$ cat src/dra_pkg.sv
// Operation
// RL1: Core may write most debug registers but never read them; host reads some, writes all.
// RL2: With processor write inhibit set, core writes to breakpoint registers are dropped.
// RL3: Host must not send commands while the core runs its debug-register write.
// RL4: Every register is a 32-bit value; unimplemented bits reserved, written as zero.
// RL5: Host register read and write commands carry a 5-bit register select field.
// RL6: Unassigned register select codes must not be used by host or software.
// RL7: Byte commands read or write only the top byte of the three extended registers.
// RL8: A 32-bit host write to an extended register changes only bits 23 to 0.
// RL9: Host register read returns the status registers; other control registers are write-only.
// RL10: Register select codes decode to the fixed set of debug registers.
// RL11: Reset loads status and attribute values, clears trigger regs, keeps PC0, mask, high.
// RL12: Reset clears bit 0 of PC breakpoint registers one, two and three.
// RL13: Triggers form a one-level or two-level sequence from PC, address and data matches.
// RL14: A fired trigger either halts the core or raises a debug interrupt.
// RL15: Four independent PC breakpoint comparators feed the triggers.
// RL16: Operand address breakpoint matches a range between low and high bounds.
// RL17: Optional data breakpoint compares only bits not set in the data mask.
// RL18: Host and software keep their accesses serialized; the block does not arbitrate. Here the host wins and a same-cycle core write is dropped.
package dra_pkg;

    localparam logic [4:0]  SEL_DCS   = 5'h00; // RL10
    localparam logic [4:0]  SEL_XCFG  = 5'h01;
    localparam logic [4:0]  SEL_CS2   = 5'h02;
    localparam logic [4:0]  SEL_CS3   = 5'h03;
    localparam logic [4:0]  SEL_DAAT  = 5'h05;
    localparam logic [4:0]  SEL_TATM  = 5'h06;
    localparam logic [4:0]  SEL_TDF   = 5'h07;
    localparam logic [4:0]  SEL_PCB0  = 5'h08;
    localparam logic [4:0]  SEL_PCBM  = 5'h09;
    localparam logic [4:0]  SEL_ADHI  = 5'h0c;
    localparam logic [4:0]  SEL_ADLO  = 5'h0d;
    localparam logic [4:0]  SEL_DBV   = 5'h0e;
    localparam logic [4:0]  SEL_DMSK  = 5'h0f;
    localparam logic [4:0]  SEL_PCB1  = 5'h18;
    localparam logic [4:0]  SEL_PCB2  = 5'h1a;
    localparam logic [4:0]  SEL_PCB3  = 5'h1b;

    localparam logic [31:0] DCS_RST   = 32'h0090_0000; // RL11
    localparam logic [31:0] ATTR_RST  = 32'h0000_0005;
    localparam logic [31:0] XCFG_RST  = 32'h0000_0000;
    localparam logic [31:0] CS2_RST   = 32'h0000_0000;
    localparam logic [31:0] CS3_RST   = 32'h0000_0000;
    localparam logic [31:0] DCS_WMASK = 32'h0005_ffff;
    localparam logic [31:0] LOW_MASK  = 32'h00ff_ffff;
    localparam logic [3:0]  HRL_VAL   = 4'h9;

    localparam int DCS_PWI  = 16;
    localparam int DCS_BKD  = 18;
    localparam int DCS_BKPT = 24;
    localparam int DCS_HALT = 25;
    localparam int DCS_TRG  = 26;
    localparam int DCS_FOF  = 27;

    localparam int TDF_L2   = 16;
    localparam int LVL_EN   = 0;
    localparam int LVL_PC   = 1;
    localparam int LVL_ADR  = 2;
    localparam int LVL_DAT  = 3;
    localparam int LVL_IRQ  = 4;

    localparam logic [3:0]  BST_OFF   = 4'h0;
    localparam logic [3:0]  BST_WAIT1 = 4'h1;
    localparam logic [3:0]  BST_HIT1  = 4'h2;
    localparam logic [3:0]  BST_WAIT2 = 4'h5;
    localparam logic [3:0]  BST_HIT2  = 4'h6;

    typedef enum logic [2:0] {
        CMD_RD_DREG = 3'h0,
        CMD_WR_DREG = 3'h1,
        CMD_RD_XB   = 3'h2,
        CMD_RD_C2B  = 3'h3,
        CMD_RD_C3B  = 3'h4,
        CMD_WR_XB   = 3'h5,
        CMD_WR_C2B  = 3'h6,
        CMD_WR_C3B  = 3'h7
    } dra_cmd_e;

    typedef enum logic [4:0] {
        TRG_IDLE  = 5'b00001,
        TRG_WAIT1 = 5'b00010,
        TRG_HIT1  = 5'b00100,
        TRG_WAIT2 = 5'b01000,
        TRG_HIT2  = 5'b10000
    } dra_trig_e;

    typedef struct packed {
        logic        valid;
        dra_cmd_e    cmd;
        logic [4:0]  sel;
        logic [31:0] wdata;
    } dra_host_req_s;

    typedef struct packed {
        logic        valid;
        logic        supervisor;
        logic [4:0]  sel;
        logic [31:0] wdata;
    } dra_core_req_s;

    typedef struct packed {
        logic [31:0] pc;
        logic        pc_valid;
        logic [31:0] addr;
        logic [31:0] data;
        logic        op_valid;
    } dra_exec_s;

    typedef struct packed {
        logic fault;
        logic halt_insn;
        logic bkpt;
        logic go;
    } dra_event_s;

    typedef struct packed {
        logic [31:0] xcfg;
        logic [31:0] cs2;
        logic [31:0] cs3;
        logic [31:0] daat;
        logic [31:0] tatm;
    } dra_cfg_s;

endpackage

$ cat src/dra_pc_match.sv
`timescale 1ns/1ps
module dra_pc_match (
    input  wire logic        [31:0] pc_i,
    input  wire logic               pc_valid_i,
    input  wire logic        [31:0] pcb0_i,
    input  wire logic        [31:0] pcbm_i,
    input  wire logic [2:0]  [30:0] pbr_hi_i,
    input  wire logic        [2:0]  pbr_en_i,
    output logic                    hit_o
);

    logic [3:0] hits;

    // Set mask bits exclude that PC bit from comparator zero
    always_comb begin
        hits[0] = (((pc_i ^ pcb0_i) & ~pcbm_i) == 32'h0000_0000); // RL15
        for (int i = 0; i < 3; i++) begin
            hits[i + 1] = pbr_en_i[i] & (pc_i[31:1] == pbr_hi_i[i]); // RL15
        end
        hit_o = pc_valid_i & (|hits);
    end

endmodule

$ cat src/dra_debug_regs.sv
`timescale 1ns/1ps
module dra_debug_regs (
    input  wire logic                  mclk_i,
    input  wire logic                  rst_n_i,
    input  wire dra_pkg::dra_host_req_s host_req_i,
    output logic               [31:0]  host_rdata_o,
    output logic                       host_rvalid_o,
    input  wire dra_pkg::dra_core_req_s core_req_i,
    output logic                       core_blocked_o,
    input  wire dra_pkg::dra_exec_s     exec_i,
    input  wire dra_pkg::dra_event_s    event_i,
    output logic                       halt_req_o,
    output logic                       debug_irq_o,
    output dra_pkg::dra_cfg_s           cfg_o
);

    typedef struct packed {
        logic [31:0]         dcs;
        logic [31:0]         xcfg;
        logic [31:0]         cs2;
        logic [31:0]         cs3;
        logic [31:0]         daat;
        logic [31:0]         tatm;
        logic [31:0]         tdf;
        logic [31:0]         adlo;
        logic [31:0]         dbv;
        logic [31:0]         dmsk;
        logic [2:0]          pbr_en;
        dra_pkg::dra_trig_e  trig;
        logic [31:0]         rdata;
        logic                rvalid;
        logic                halt;
        logic                irq;
        logic                blocked;
    } dra_state_s;

    // Registers that reset leaves untouched
    typedef struct packed {
        logic [31:0]         pcb0;
        logic [31:0]         pcbm;
        logic [31:0]         adhi;
        logic [2:0] [30:0]   pbr_hi;
    } dra_keep_s;

    dra_state_s st_reg;
    dra_state_s st_next;
    dra_keep_s  kp_reg;
    dra_keep_s  kp_next;
    logic       pc_hit;

    function automatic logic is_bkpt_reg(input logic [4:0] sel);
        case (sel)
            dra_pkg::SEL_DAAT, dra_pkg::SEL_TATM, dra_pkg::SEL_TDF,
            dra_pkg::SEL_PCB0, dra_pkg::SEL_PCBM, dra_pkg::SEL_ADHI,
            dra_pkg::SEL_ADLO, dra_pkg::SEL_DBV,  dra_pkg::SEL_DMSK,
            dra_pkg::SEL_PCB1, dra_pkg::SEL_PCB2, dra_pkg::SEL_PCB3: begin
                return 1'b1;
            end
            default: begin
                return 1'b0;
            end
        endcase
    endfunction

    // Keeps the top byte, takes bits 23..0 from the writer
    function automatic logic [31:0] low24(input logic [31:0] old, input logic [31:0] wd);
        return (old & ~dra_pkg::LOW_MASK) | (wd & dra_pkg::LOW_MASK);
    endfunction

    function automatic logic [31:0] top8(input logic [31:0] old, input logic [31:0] wd);
        return {wd[7:0], old[23:0]};
    endfunction

    function automatic logic [3:0] bstat(input dra_pkg::dra_trig_e t);
        case (t)
            dra_pkg::TRG_WAIT1: begin
                return dra_pkg::BST_WAIT1;
            end
            dra_pkg::TRG_HIT1: begin
                return dra_pkg::BST_HIT1;
            end
            dra_pkg::TRG_WAIT2: begin
                return dra_pkg::BST_WAIT2;
            end
            dra_pkg::TRG_HIT2: begin
                return dra_pkg::BST_HIT2;
            end
            default: begin
                return dra_pkg::BST_OFF;
            end
        endcase
    endfunction

    // One level of the trigger: PC, address range and data terms
    function automatic logic lvl_hit(input logic [15:0] cfg, input logic pc_h,
                                     input logic rng_h, input logic dat_h);
        logic op_h;
        op_h = (cfg[dra_pkg::LVL_ADR] | cfg[dra_pkg::LVL_DAT])
             & (~cfg[dra_pkg::LVL_ADR] | rng_h)
             & (~cfg[dra_pkg::LVL_DAT] | dat_h);
        return (cfg[dra_pkg::LVL_PC] & pc_h) | op_h; // RL13
    endfunction

    dra_pc_match u_pc_match (
        .pc_i       (exec_i.pc),
        .pc_valid_i (exec_i.pc_valid),
        .pcb0_i     (kp_reg.pcb0),
        .pcbm_i     (kp_reg.pcbm),
        .pbr_hi_i   (kp_reg.pbr_hi),
        .pbr_en_i   (st_reg.pbr_en),
        .hit_o      (pc_hit)
    );

    always_comb begin
        logic        host_v;
        logic        host_wr;
        logic        core_v;
        logic        wen;
        logic [4:0]  wsel;
        logic [31:0] wd;
        logic        rng_h;
        logic        dat_h;
        logic        h1;
        logic        h2;
        logic        csr_rd;
        logic        trig_clr;
        logic        fire;
        logic        fire_irq;
        host_v   = host_req_i.valid;
        host_wr  = 1'b0;
        core_v   = 1'b0;
        wen      = 1'b0;
        wsel     = host_req_i.sel;
        wd       = host_req_i.wdata;
        rng_h    = 1'b0;
        dat_h    = 1'b0;
        h1       = 1'b0;
        h2       = 1'b0;
        csr_rd   = 1'b0;
        trig_clr = 1'b0;
        fire     = 1'b0;
        fire_irq = 1'b0;
        st_next  = st_reg;
        kp_next  = kp_reg;
        st_next.rvalid  = 1'b0;
        st_next.halt    = 1'b0;
        st_next.irq     = 1'b0;
        st_next.blocked = 1'b0;

        // Host has the port when both ask in one cycle; no further arbitration
        host_wr = host_v & (host_req_i.cmd == dra_pkg::CMD_WR_DREG); // RL5 RL18
        if (!host_v && core_req_i.valid && core_req_i.supervisor) begin
            if (st_reg.dcs[dra_pkg::DCS_PWI] && is_bkpt_reg(core_req_i.sel)) begin
                st_next.blocked = 1'b1; // RL2
            end else begin
                core_v = 1'b1; // RL1
            end
        end
        wen = host_wr | core_v;
        if (core_v) begin
            wsel = core_req_i.sel;
            wd   = core_req_i.wdata;
        end

        // Full-word writes by select code
        if (wen) begin
            case (wsel) // RL10
                dra_pkg::SEL_DCS: begin
                    st_next.dcs = (st_reg.dcs & ~dra_pkg::DCS_WMASK)
                                | (wd & dra_pkg::DCS_WMASK); // RL4
                end
                dra_pkg::SEL_XCFG: begin
                    st_next.xcfg = low24(st_reg.xcfg, wd); // RL8
                end
                dra_pkg::SEL_CS2: begin
                    st_next.cs2 = low24(st_reg.cs2, wd); // RL8
                end
                dra_pkg::SEL_CS3: begin
                    st_next.cs3 = low24(st_reg.cs3, wd); // RL8
                end
                dra_pkg::SEL_DAAT: begin
                    st_next.daat = wd;
                end
                dra_pkg::SEL_TATM: begin
                    st_next.tatm = wd;
                end
                dra_pkg::SEL_TDF: begin
                    st_next.tdf = wd;
                    trig_clr    = 1'b1;
                end
                dra_pkg::SEL_PCB0: begin
                    kp_next.pcb0 = wd;
                end
                dra_pkg::SEL_PCBM: begin
                    kp_next.pcbm = wd;
                end
                dra_pkg::SEL_ADHI: begin
                    kp_next.adhi = wd; // RL16
                end
                dra_pkg::SEL_ADLO: begin
                    st_next.adlo = wd; // RL16
                end
                dra_pkg::SEL_DBV: begin
                    st_next.dbv = wd; // RL17
                end
                dra_pkg::SEL_DMSK: begin
                    st_next.dmsk = wd; // RL17
                end
                dra_pkg::SEL_PCB1: begin
                    kp_next.pbr_hi[0] = wd[31:1];
                    st_next.pbr_en[0] = wd[0];
                end
                dra_pkg::SEL_PCB2: begin
                    kp_next.pbr_hi[1] = wd[31:1];
                    st_next.pbr_en[1] = wd[0];
                end
                dra_pkg::SEL_PCB3: begin
                    kp_next.pbr_hi[2] = wd[31:1];
                    st_next.pbr_en[2] = wd[0];
                end
                default: begin
                end
            endcase
        end

        // Host reads and top-byte accesses
        if (host_v) begin
            st_next.rvalid = 1'b1;
            st_next.rdata  = 32'h0000_0000;
            case (host_req_i.cmd)
                dra_pkg::CMD_RD_DREG: begin
                    case (host_req_i.sel) // RL9
                        dra_pkg::SEL_DCS: begin
                            st_next.rdata = {bstat(st_reg.trig), st_reg.dcs[27:24],
                                             dra_pkg::HRL_VAL, st_reg.dcs[19:0]};
                            csr_rd = 1'b1;
                        end
                        dra_pkg::SEL_XCFG: begin
                            st_next.rdata = st_reg.xcfg;
                        end
                        dra_pkg::SEL_CS2: begin
                            st_next.rdata = st_reg.cs2;
                        end
                        dra_pkg::SEL_CS3: begin
                            st_next.rdata = st_reg.cs3;
                        end
                        default: begin
                        end
                    endcase
                end
                dra_pkg::CMD_RD_XB: begin
                    st_next.rdata = {24'h00_0000, st_reg.xcfg[31:24]}; // RL7
                end
                dra_pkg::CMD_RD_C2B: begin
                    st_next.rdata = {24'h00_0000, st_reg.cs2[31:24]}; // RL7
                end
                dra_pkg::CMD_RD_C3B: begin
                    st_next.rdata = {24'h00_0000, st_reg.cs3[31:24]}; // RL7
                end
                dra_pkg::CMD_WR_XB: begin
                    st_next.xcfg = top8(st_reg.xcfg, host_req_i.wdata); // RL7
                end
                dra_pkg::CMD_WR_C2B: begin
                    st_next.cs2 = top8(st_reg.cs2, host_req_i.wdata); // RL7
                end
                dra_pkg::CMD_WR_C3B: begin
                    st_next.cs3 = top8(st_reg.cs3, host_req_i.wdata); // RL7
                end
                default: begin
                end
            endcase
        end

        // Match terms for the operand side
        rng_h = exec_i.op_valid & (exec_i.addr >= st_reg.adlo)
              & (exec_i.addr <= kp_reg.adhi); // RL16
        dat_h = exec_i.op_valid
              & (((exec_i.data ^ st_reg.dbv) & ~st_reg.dmsk) == 32'h0000_0000); // RL17
        h1 = lvl_hit(st_reg.tdf[15:0], pc_hit, rng_h, dat_h);
        h2 = lvl_hit(st_reg.tdf[31:16], pc_hit, rng_h, dat_h);

        // Trigger sequence
        case (st_reg.trig)
            dra_pkg::TRG_IDLE: begin
                if (st_reg.tdf[dra_pkg::LVL_EN]) begin
                    st_next.trig = dra_pkg::TRG_WAIT1;
                end
            end
            dra_pkg::TRG_WAIT1: begin
                if (h1) begin
                    if (st_reg.tdf[dra_pkg::TDF_L2 + dra_pkg::LVL_EN]) begin
                        st_next.trig = dra_pkg::TRG_WAIT2; // RL13
                    end else begin
                        st_next.trig = dra_pkg::TRG_HIT1;
                        fire         = 1'b1;
                        fire_irq     = st_reg.tdf[dra_pkg::LVL_IRQ];
                    end
                end
            end
            dra_pkg::TRG_WAIT2: begin
                if (h2) begin
                    st_next.trig = dra_pkg::TRG_HIT2; // RL13
                    fire         = 1'b1;
                    fire_irq     = st_reg.tdf[dra_pkg::TDF_L2 + dra_pkg::LVL_IRQ];
                end
            end
            dra_pkg::TRG_HIT1, dra_pkg::TRG_HIT2: begin
                if (csr_rd) begin
                    st_next.trig = dra_pkg::TRG_IDLE;
                end
            end
            default: begin
                st_next.trig = dra_pkg::TRG_IDLE;
            end
        endcase
        if (trig_clr) begin
            st_next.trig = dra_pkg::TRG_IDLE;
            fire         = 1'b0;
        end

        // Halt or interrupt response
        st_next.halt = fire & ~fire_irq; // RL14
        st_next.irq  = fire & fire_irq; // RL14
        if (event_i.bkpt && st_reg.dcs[dra_pkg::DCS_BKD]) begin
            st_next.irq = 1'b1;
        end

        // Status flags: clears first, so a same-cycle event still sets
        if (csr_rd) begin
            st_next.dcs[dra_pkg::DCS_FOF]  = 1'b0;
            st_next.dcs[dra_pkg::DCS_TRG]  = 1'b0;
            st_next.dcs[dra_pkg::DCS_HALT] = 1'b0;
            st_next.dcs[dra_pkg::DCS_BKPT] = 1'b0;
        end
        if (event_i.go) begin
            st_next.dcs[dra_pkg::DCS_TRG]  = 1'b0;
            st_next.dcs[dra_pkg::DCS_HALT] = 1'b0;
            st_next.dcs[dra_pkg::DCS_BKPT] = 1'b0;
        end
        if (event_i.fault) begin
            st_next.dcs[dra_pkg::DCS_FOF] = 1'b1;
        end
        if (event_i.halt_insn) begin
            st_next.dcs[dra_pkg::DCS_HALT] = 1'b1;
        end
        if (event_i.bkpt && !st_reg.dcs[dra_pkg::DCS_BKD]) begin
            st_next.dcs[dra_pkg::DCS_BKPT] = 1'b1;
        end
        if (st_next.halt) begin
            st_next.dcs[dra_pkg::DCS_TRG] = 1'b1;
        end
    end

    always_ff @(posedge mclk_i or negedge rst_n_i) begin
        if (!rst_n_i) begin
            st_reg         <= '0;
            st_reg.dcs     <= dra_pkg::DCS_RST; // RL11
            st_reg.xcfg    <= dra_pkg::XCFG_RST;
            st_reg.cs2     <= dra_pkg::CS2_RST;
            st_reg.cs3     <= dra_pkg::CS3_RST;
            st_reg.daat    <= dra_pkg::ATTR_RST; // RL11
            st_reg.tatm    <= dra_pkg::ATTR_RST; // RL11
            st_reg.pbr_en  <= 3'h0; // RL12
            st_reg.trig    <= dra_pkg::TRG_IDLE;
        end else begin
            st_reg <= st_next;
        end
    end

    // No reset: these keep their contents across reset
    always_ff @(posedge mclk_i) begin
        kp_reg <= kp_next; // RL11
    end

    assign host_rdata_o   = st_reg.rdata;
    assign host_rvalid_o  = st_reg.rvalid;
    assign core_blocked_o = st_reg.blocked;
    assign halt_req_o     = st_reg.halt;
    assign debug_irq_o    = st_reg.irq;
    assign cfg_o          = '{st_reg.xcfg, st_reg.cs2, st_reg.cs3, st_reg.daat, st_reg.tatm};

endmodule

$ cat config.mk
export PLATFORM = sky130hd
export DESIGN_NAME = dra_debug_regs
export DESIGN_NICKNAME = d
export VERILOG_FILES = /design/src/dra_pkg.sv /design/src/dra_pc_match.sv /design/src/dra_debug_regs.sv
export SDC_FILE = /design/constraint.sdc
export NUM_CORES = 1
export LEC_CHECK = 0
export BUFFER_PORTS_ARGS = -buffer_cell sky130_fd_sc_hd__buf_2
export CORE_MARGIN = 5
export CORE_UTILIZATION = 50
export CTS_CLUSTER_DIAMETER = 50
export DETAILED_ROUTE_END_ITERATION = 6
export GPL_ROUTABILITY_DRIVEN = 0
export GPL_TIMING_DRIVEN = 0
export PLACE_DENSITY = 0.72
export SYNTH_ARGS = -nofsm -noshare
export SYNTH_HDL_FRONTEND = slang
export SYNTH_SLANG_ARGS = --single-unit
$ cat constraint.sdc
create_clock -name mclk_i -period 8.47 [get_ports mclk_i]
set_input_delay 1.694 -clock mclk_i [delete_from_list [all_inputs] [get_ports mclk_i]]
set_output_delay 1.694 -clock mclk_i [all_outputs]
set_load 0.01 [all_outputs]
==> impl_metrics.py <==
metrics = {
    "synth": {
        "synth_cell_types": 63,
        "synthFlopType": "dfrtp_1",
        "synth_fp_nets": 2414,
        "synthCells": 2166,
        "yosysWarnings": 0,
        "async_reset_ff_share_pct": 63.7,
        "syn_area_per_cell_um2": 11.2,
        "synth_edf_count": 189,
        "ys_seq_elements": 521,
        "synth_area_mm2": 0.0242,
        "ys_seq_area_share_pct": 57.9,
    },
    "detailed_routing": {
        "ant_nets": 0,
        "drt-total-wl_um": 77200,
        "m1WireLength_um": 29800,
        "route.detailed.drc": 1,
        "avgViaCountPerCell": 5.72,
        "wl_per_cell_um": 23.5,
        "drtIter0Drc": 1944,
        "wl_met2_um": 37500,
        "vias": 18800,
        "wl_met3_um": 6770,
        "firstDrtPassIters": 7,
        "top_layer": "met5",
    },
    "timing": {
        "period_share_pct": 58.1,
        "slew_violations": 0,
        "worstMarginPinSlew_ns": 1.38,
        "clock_skew_ns": 0.0219,
        "hold_violations": 0,
        "relSlewSlack_pct": 5.49,
        "max_freq_mhz": 203,
        "rsz0062_at_grt": "no",
        "setup_slack_ns": 3.55,
        "setup_viol": 0,
        "min_period_ns": 4.92,
    },
    "critical_path": {
        "end_kind": "register",
        "ff2ff_path_depth": 7,
        "worst-path-max-fanout": 10,
        "cpMostUsedCell": "buf_2",
        "worstReg2RegStart": "st_reg[348]",
        "path_class": "in -> reg",
        "arrival_ns": 5.16,
        "timing.rr.end": "kp_reg[116]",
        "crit_required_ns": 8.71,
        "ff2ff_setup_slack_ns": 4.47,
        "worst_path_max_delay_cell": "mux2i_1",
        "worstPathCellList": "buf_2, nand2b_1, a21oi_1, o31ai_1, buf_2, buf_2, buf_2, mux2i_1, inv_1",
        "crit_start": "core_req_i[36]",
        "worstSetupEndpoint": "kp_reg[116]",
        "crit_path_max_incr_delay_ns": 1.17,
        "start_kind": "input port",
    },
    "global_routing": {
        "antenna_found_initial": 18,
        "grtUsageTotal_pct": 28.4,
        "grt_pass1_wl_um": 115000,
        "grt_pass1_vias": 19100,
        "grt_max_degree": 100,
        "grt_remaining_overflow": 0,
    },
    "clocking": {
        "hold_buffers": 0,
        "postCtsSetupBuffers": 0,
        "cts.sinks": 521,
        "cts-root-buf": "clkbuf_16",
        "clock_path_buffers": 3,
        "cts.reportedPaths.clkPinSlew_ns": 0.06,
        "cts_made_buffers": 55,
        "clock_latency_ns": 0.61,
        "cts_resized": 0,
        "h-tree-depth": 2,
        "cts_tree": "yes",
    },
    "placement": {
        "place_ws_ns": 3.00,
        "dpl_cell_area_mm2": 0.0272,
        "port_buffers": 376,
        "hpwl_um": 57800,
    },
    "final_layout": {
        "largest_reg_flops": 189,
        "fill_cells": 3760,
        "fin_nets": 2862,
        "multiInputGateArea_mm2": 0.00798,
        "drive_gt1_share_pct": 29.1,
        "area_growth_pct": 20.5,
        "fin_util_pct": 61.0,
        "regArea_mm2": 0.0140,
        "fin_area_mm2": 0.0291,
    },
    "floorplanning": {
        "die_area_mm2": 0.0528,
        "die_h_um": 230,
        "coreArea_mm2": 0.0477,
        "pin_count": 380,
        "start_util_pct": 50.6,
        "rows": 80,
        "die_w_um": 230,
    },
    "job": {
        "max-cap-violations": 0,
    },
    "pwr": {
        "total_leakage_power_nw": 13.3,
        "irDropWorstVdd_mv": 0.191,
        "p_per_area_mw_per_mm2": 240,
    },
    "outcome": {
        "status": "finished, violations left",
        "violations": "design-rule violations",
    },
    "hold_path": {
        "min_path_type": "reg -> reg",
    },
}
==> layer usage <==
metal,global-route usage (%),up-vias
met4,10.3,20
met3,6.72,198
met2,47.2,940
met5,0,-
met1,36.6,9357
li1,-,8275
==> synthesized netlist by cell type, drive strengths merged, types with 4 or more instances <==
cell,instances,area (µm²)
clkbuf,41,154
o21ai,87,435
a221oi,19,166
a22oi,22,165
a22o,14,123
nand2b,7,43.8
nor3,12,60.1
o22ai,68,432
buf,235,1640
mux2,37,417
dfrtp,327,8180
nor2,221,847
nor2b,10,62.6
and4,5,46.3
nand2,119,447
and2,7,45.1
nand4,22,138
edfxtp,189,5680
nand3,7,35.0
mux2i,37,370
nor4,25,156
inv,133,499
xor2,57,499
and3,4,25.0
a222oi,7,70.1
nand3b,6,45.0
xnor2,102,893
nor3b,7,52.6
a21oi,228,1140
dfstp,5,131
ha,64,801
==> cell usage in the layout (no fill, tap or decap), types with 25 or more instances in the layout <==
master and count:
mux2_2 37, xor2_1 57, ha_1 64, inv_1 133, xnor2_1 102, clkbuf_1 57, buf_2 404, nor4_1 25
nor2_1 216, a21oi_1 228, o22ai_1 67, dfrtp_1 327, o21ai_0 85, nand2_1 119, buf_4 192, edfxtp_1 189
clkbuf_16 57
==> cells by family (layout without fill, tap and decap cells) <==
| logic type | count (synthesis) | after routing | share of synthesized area (%) |
|---|---|---|---|
| buffers and inverters | 409 | 904 | 9.48 |
| and+or+nand+nor | 465 | 465 | 8.72 |
| muxes | 75 | 75 | 3.35 |
| other | 0 | 11 | 0 |
| xor gates and xnor gates | 159 | 159 | 5.76 |
| AOI/OAI and AO/OA | 473 | 473 | 11.5 |
| DFF | 521 | 521 | 57.9 |
| adders and majority gates | 64 | 64 | 3.31 |
==> report_power, final <==
| part | internal [W] | leakage, nW | switching [W] |
|---|---|---|---|
| clock network | 0.00152 | 0.947 | 0.00102 |
| registers | 0.00291 | 6.04 | 0.000230 |
| logic | 0.000626 | 6.35 | 0.000684 |
| total | 0.00505 | 13.3 | 0.00193 |
==> critical path, delay by kind of cell <==
family,cells,cell delay (ns)
AND/OR/NAND/NOR,1,0.13
AO/OA/AOI/OAI,2,0.38
buffers and inverters,5,1.76
multiplexers,1,1.17
==> layout make-up <==
| class | count | share of cell area (%) |
|---|---|---|
| Antenna cell | 11 | 0.0945 |
| Buffer | 276 | 6.16 |
| Clock buffer | 87 | 5.76 |
| Clock inverter | 17 | 0.816 |
| Inverter | 133 | 1.71 |
| Multi-Input combinational cell | 1236 | 27.4 |
| Sequential cell | 521 | 48.0 |
| Tap cell | 615 | 2.64 |
| Timing Repair Buffer | 391 | 7.40 |
==> how the worst min path moves through the flow <==
stage	slack, ns	endpoint	cells after the start	startpoint
2_1_floorplan	0.44	st_reg[141]	2	st_reg[141]
3_5_place_dp	0.47	st_reg[357]	1	st_reg[357]
6_report	0.48	st_reg[357]	1	st_reg[357]
3_3_place_gp	0.46	st_reg[53]	2	st_reg[53]
5_1_grt	0.50	st_reg[357]	1	st_reg[357]
4_1_cts	0.48	st_reg[357]	1	st_reg[357]
==> metrics by stage <==
step | std cells | hold WS, ns | setup TNS [ns] | power, W
finish | 3287 | 0.479 | 0 | 0.00698
global route | 3283 | 0.499 | 0 | 0.00726
CTS | 3276 | 0.480 | 0 | 0.00699
detailed placement | 3172 | 0.466 | 0 | 0.00447
global placement | 3157 | 0.457 | -141.52 | 0.00441
floorplan | 2166 | 0.444 | 0 | 0.00392
Note: power is estimated with default switching activity, not from simulation.
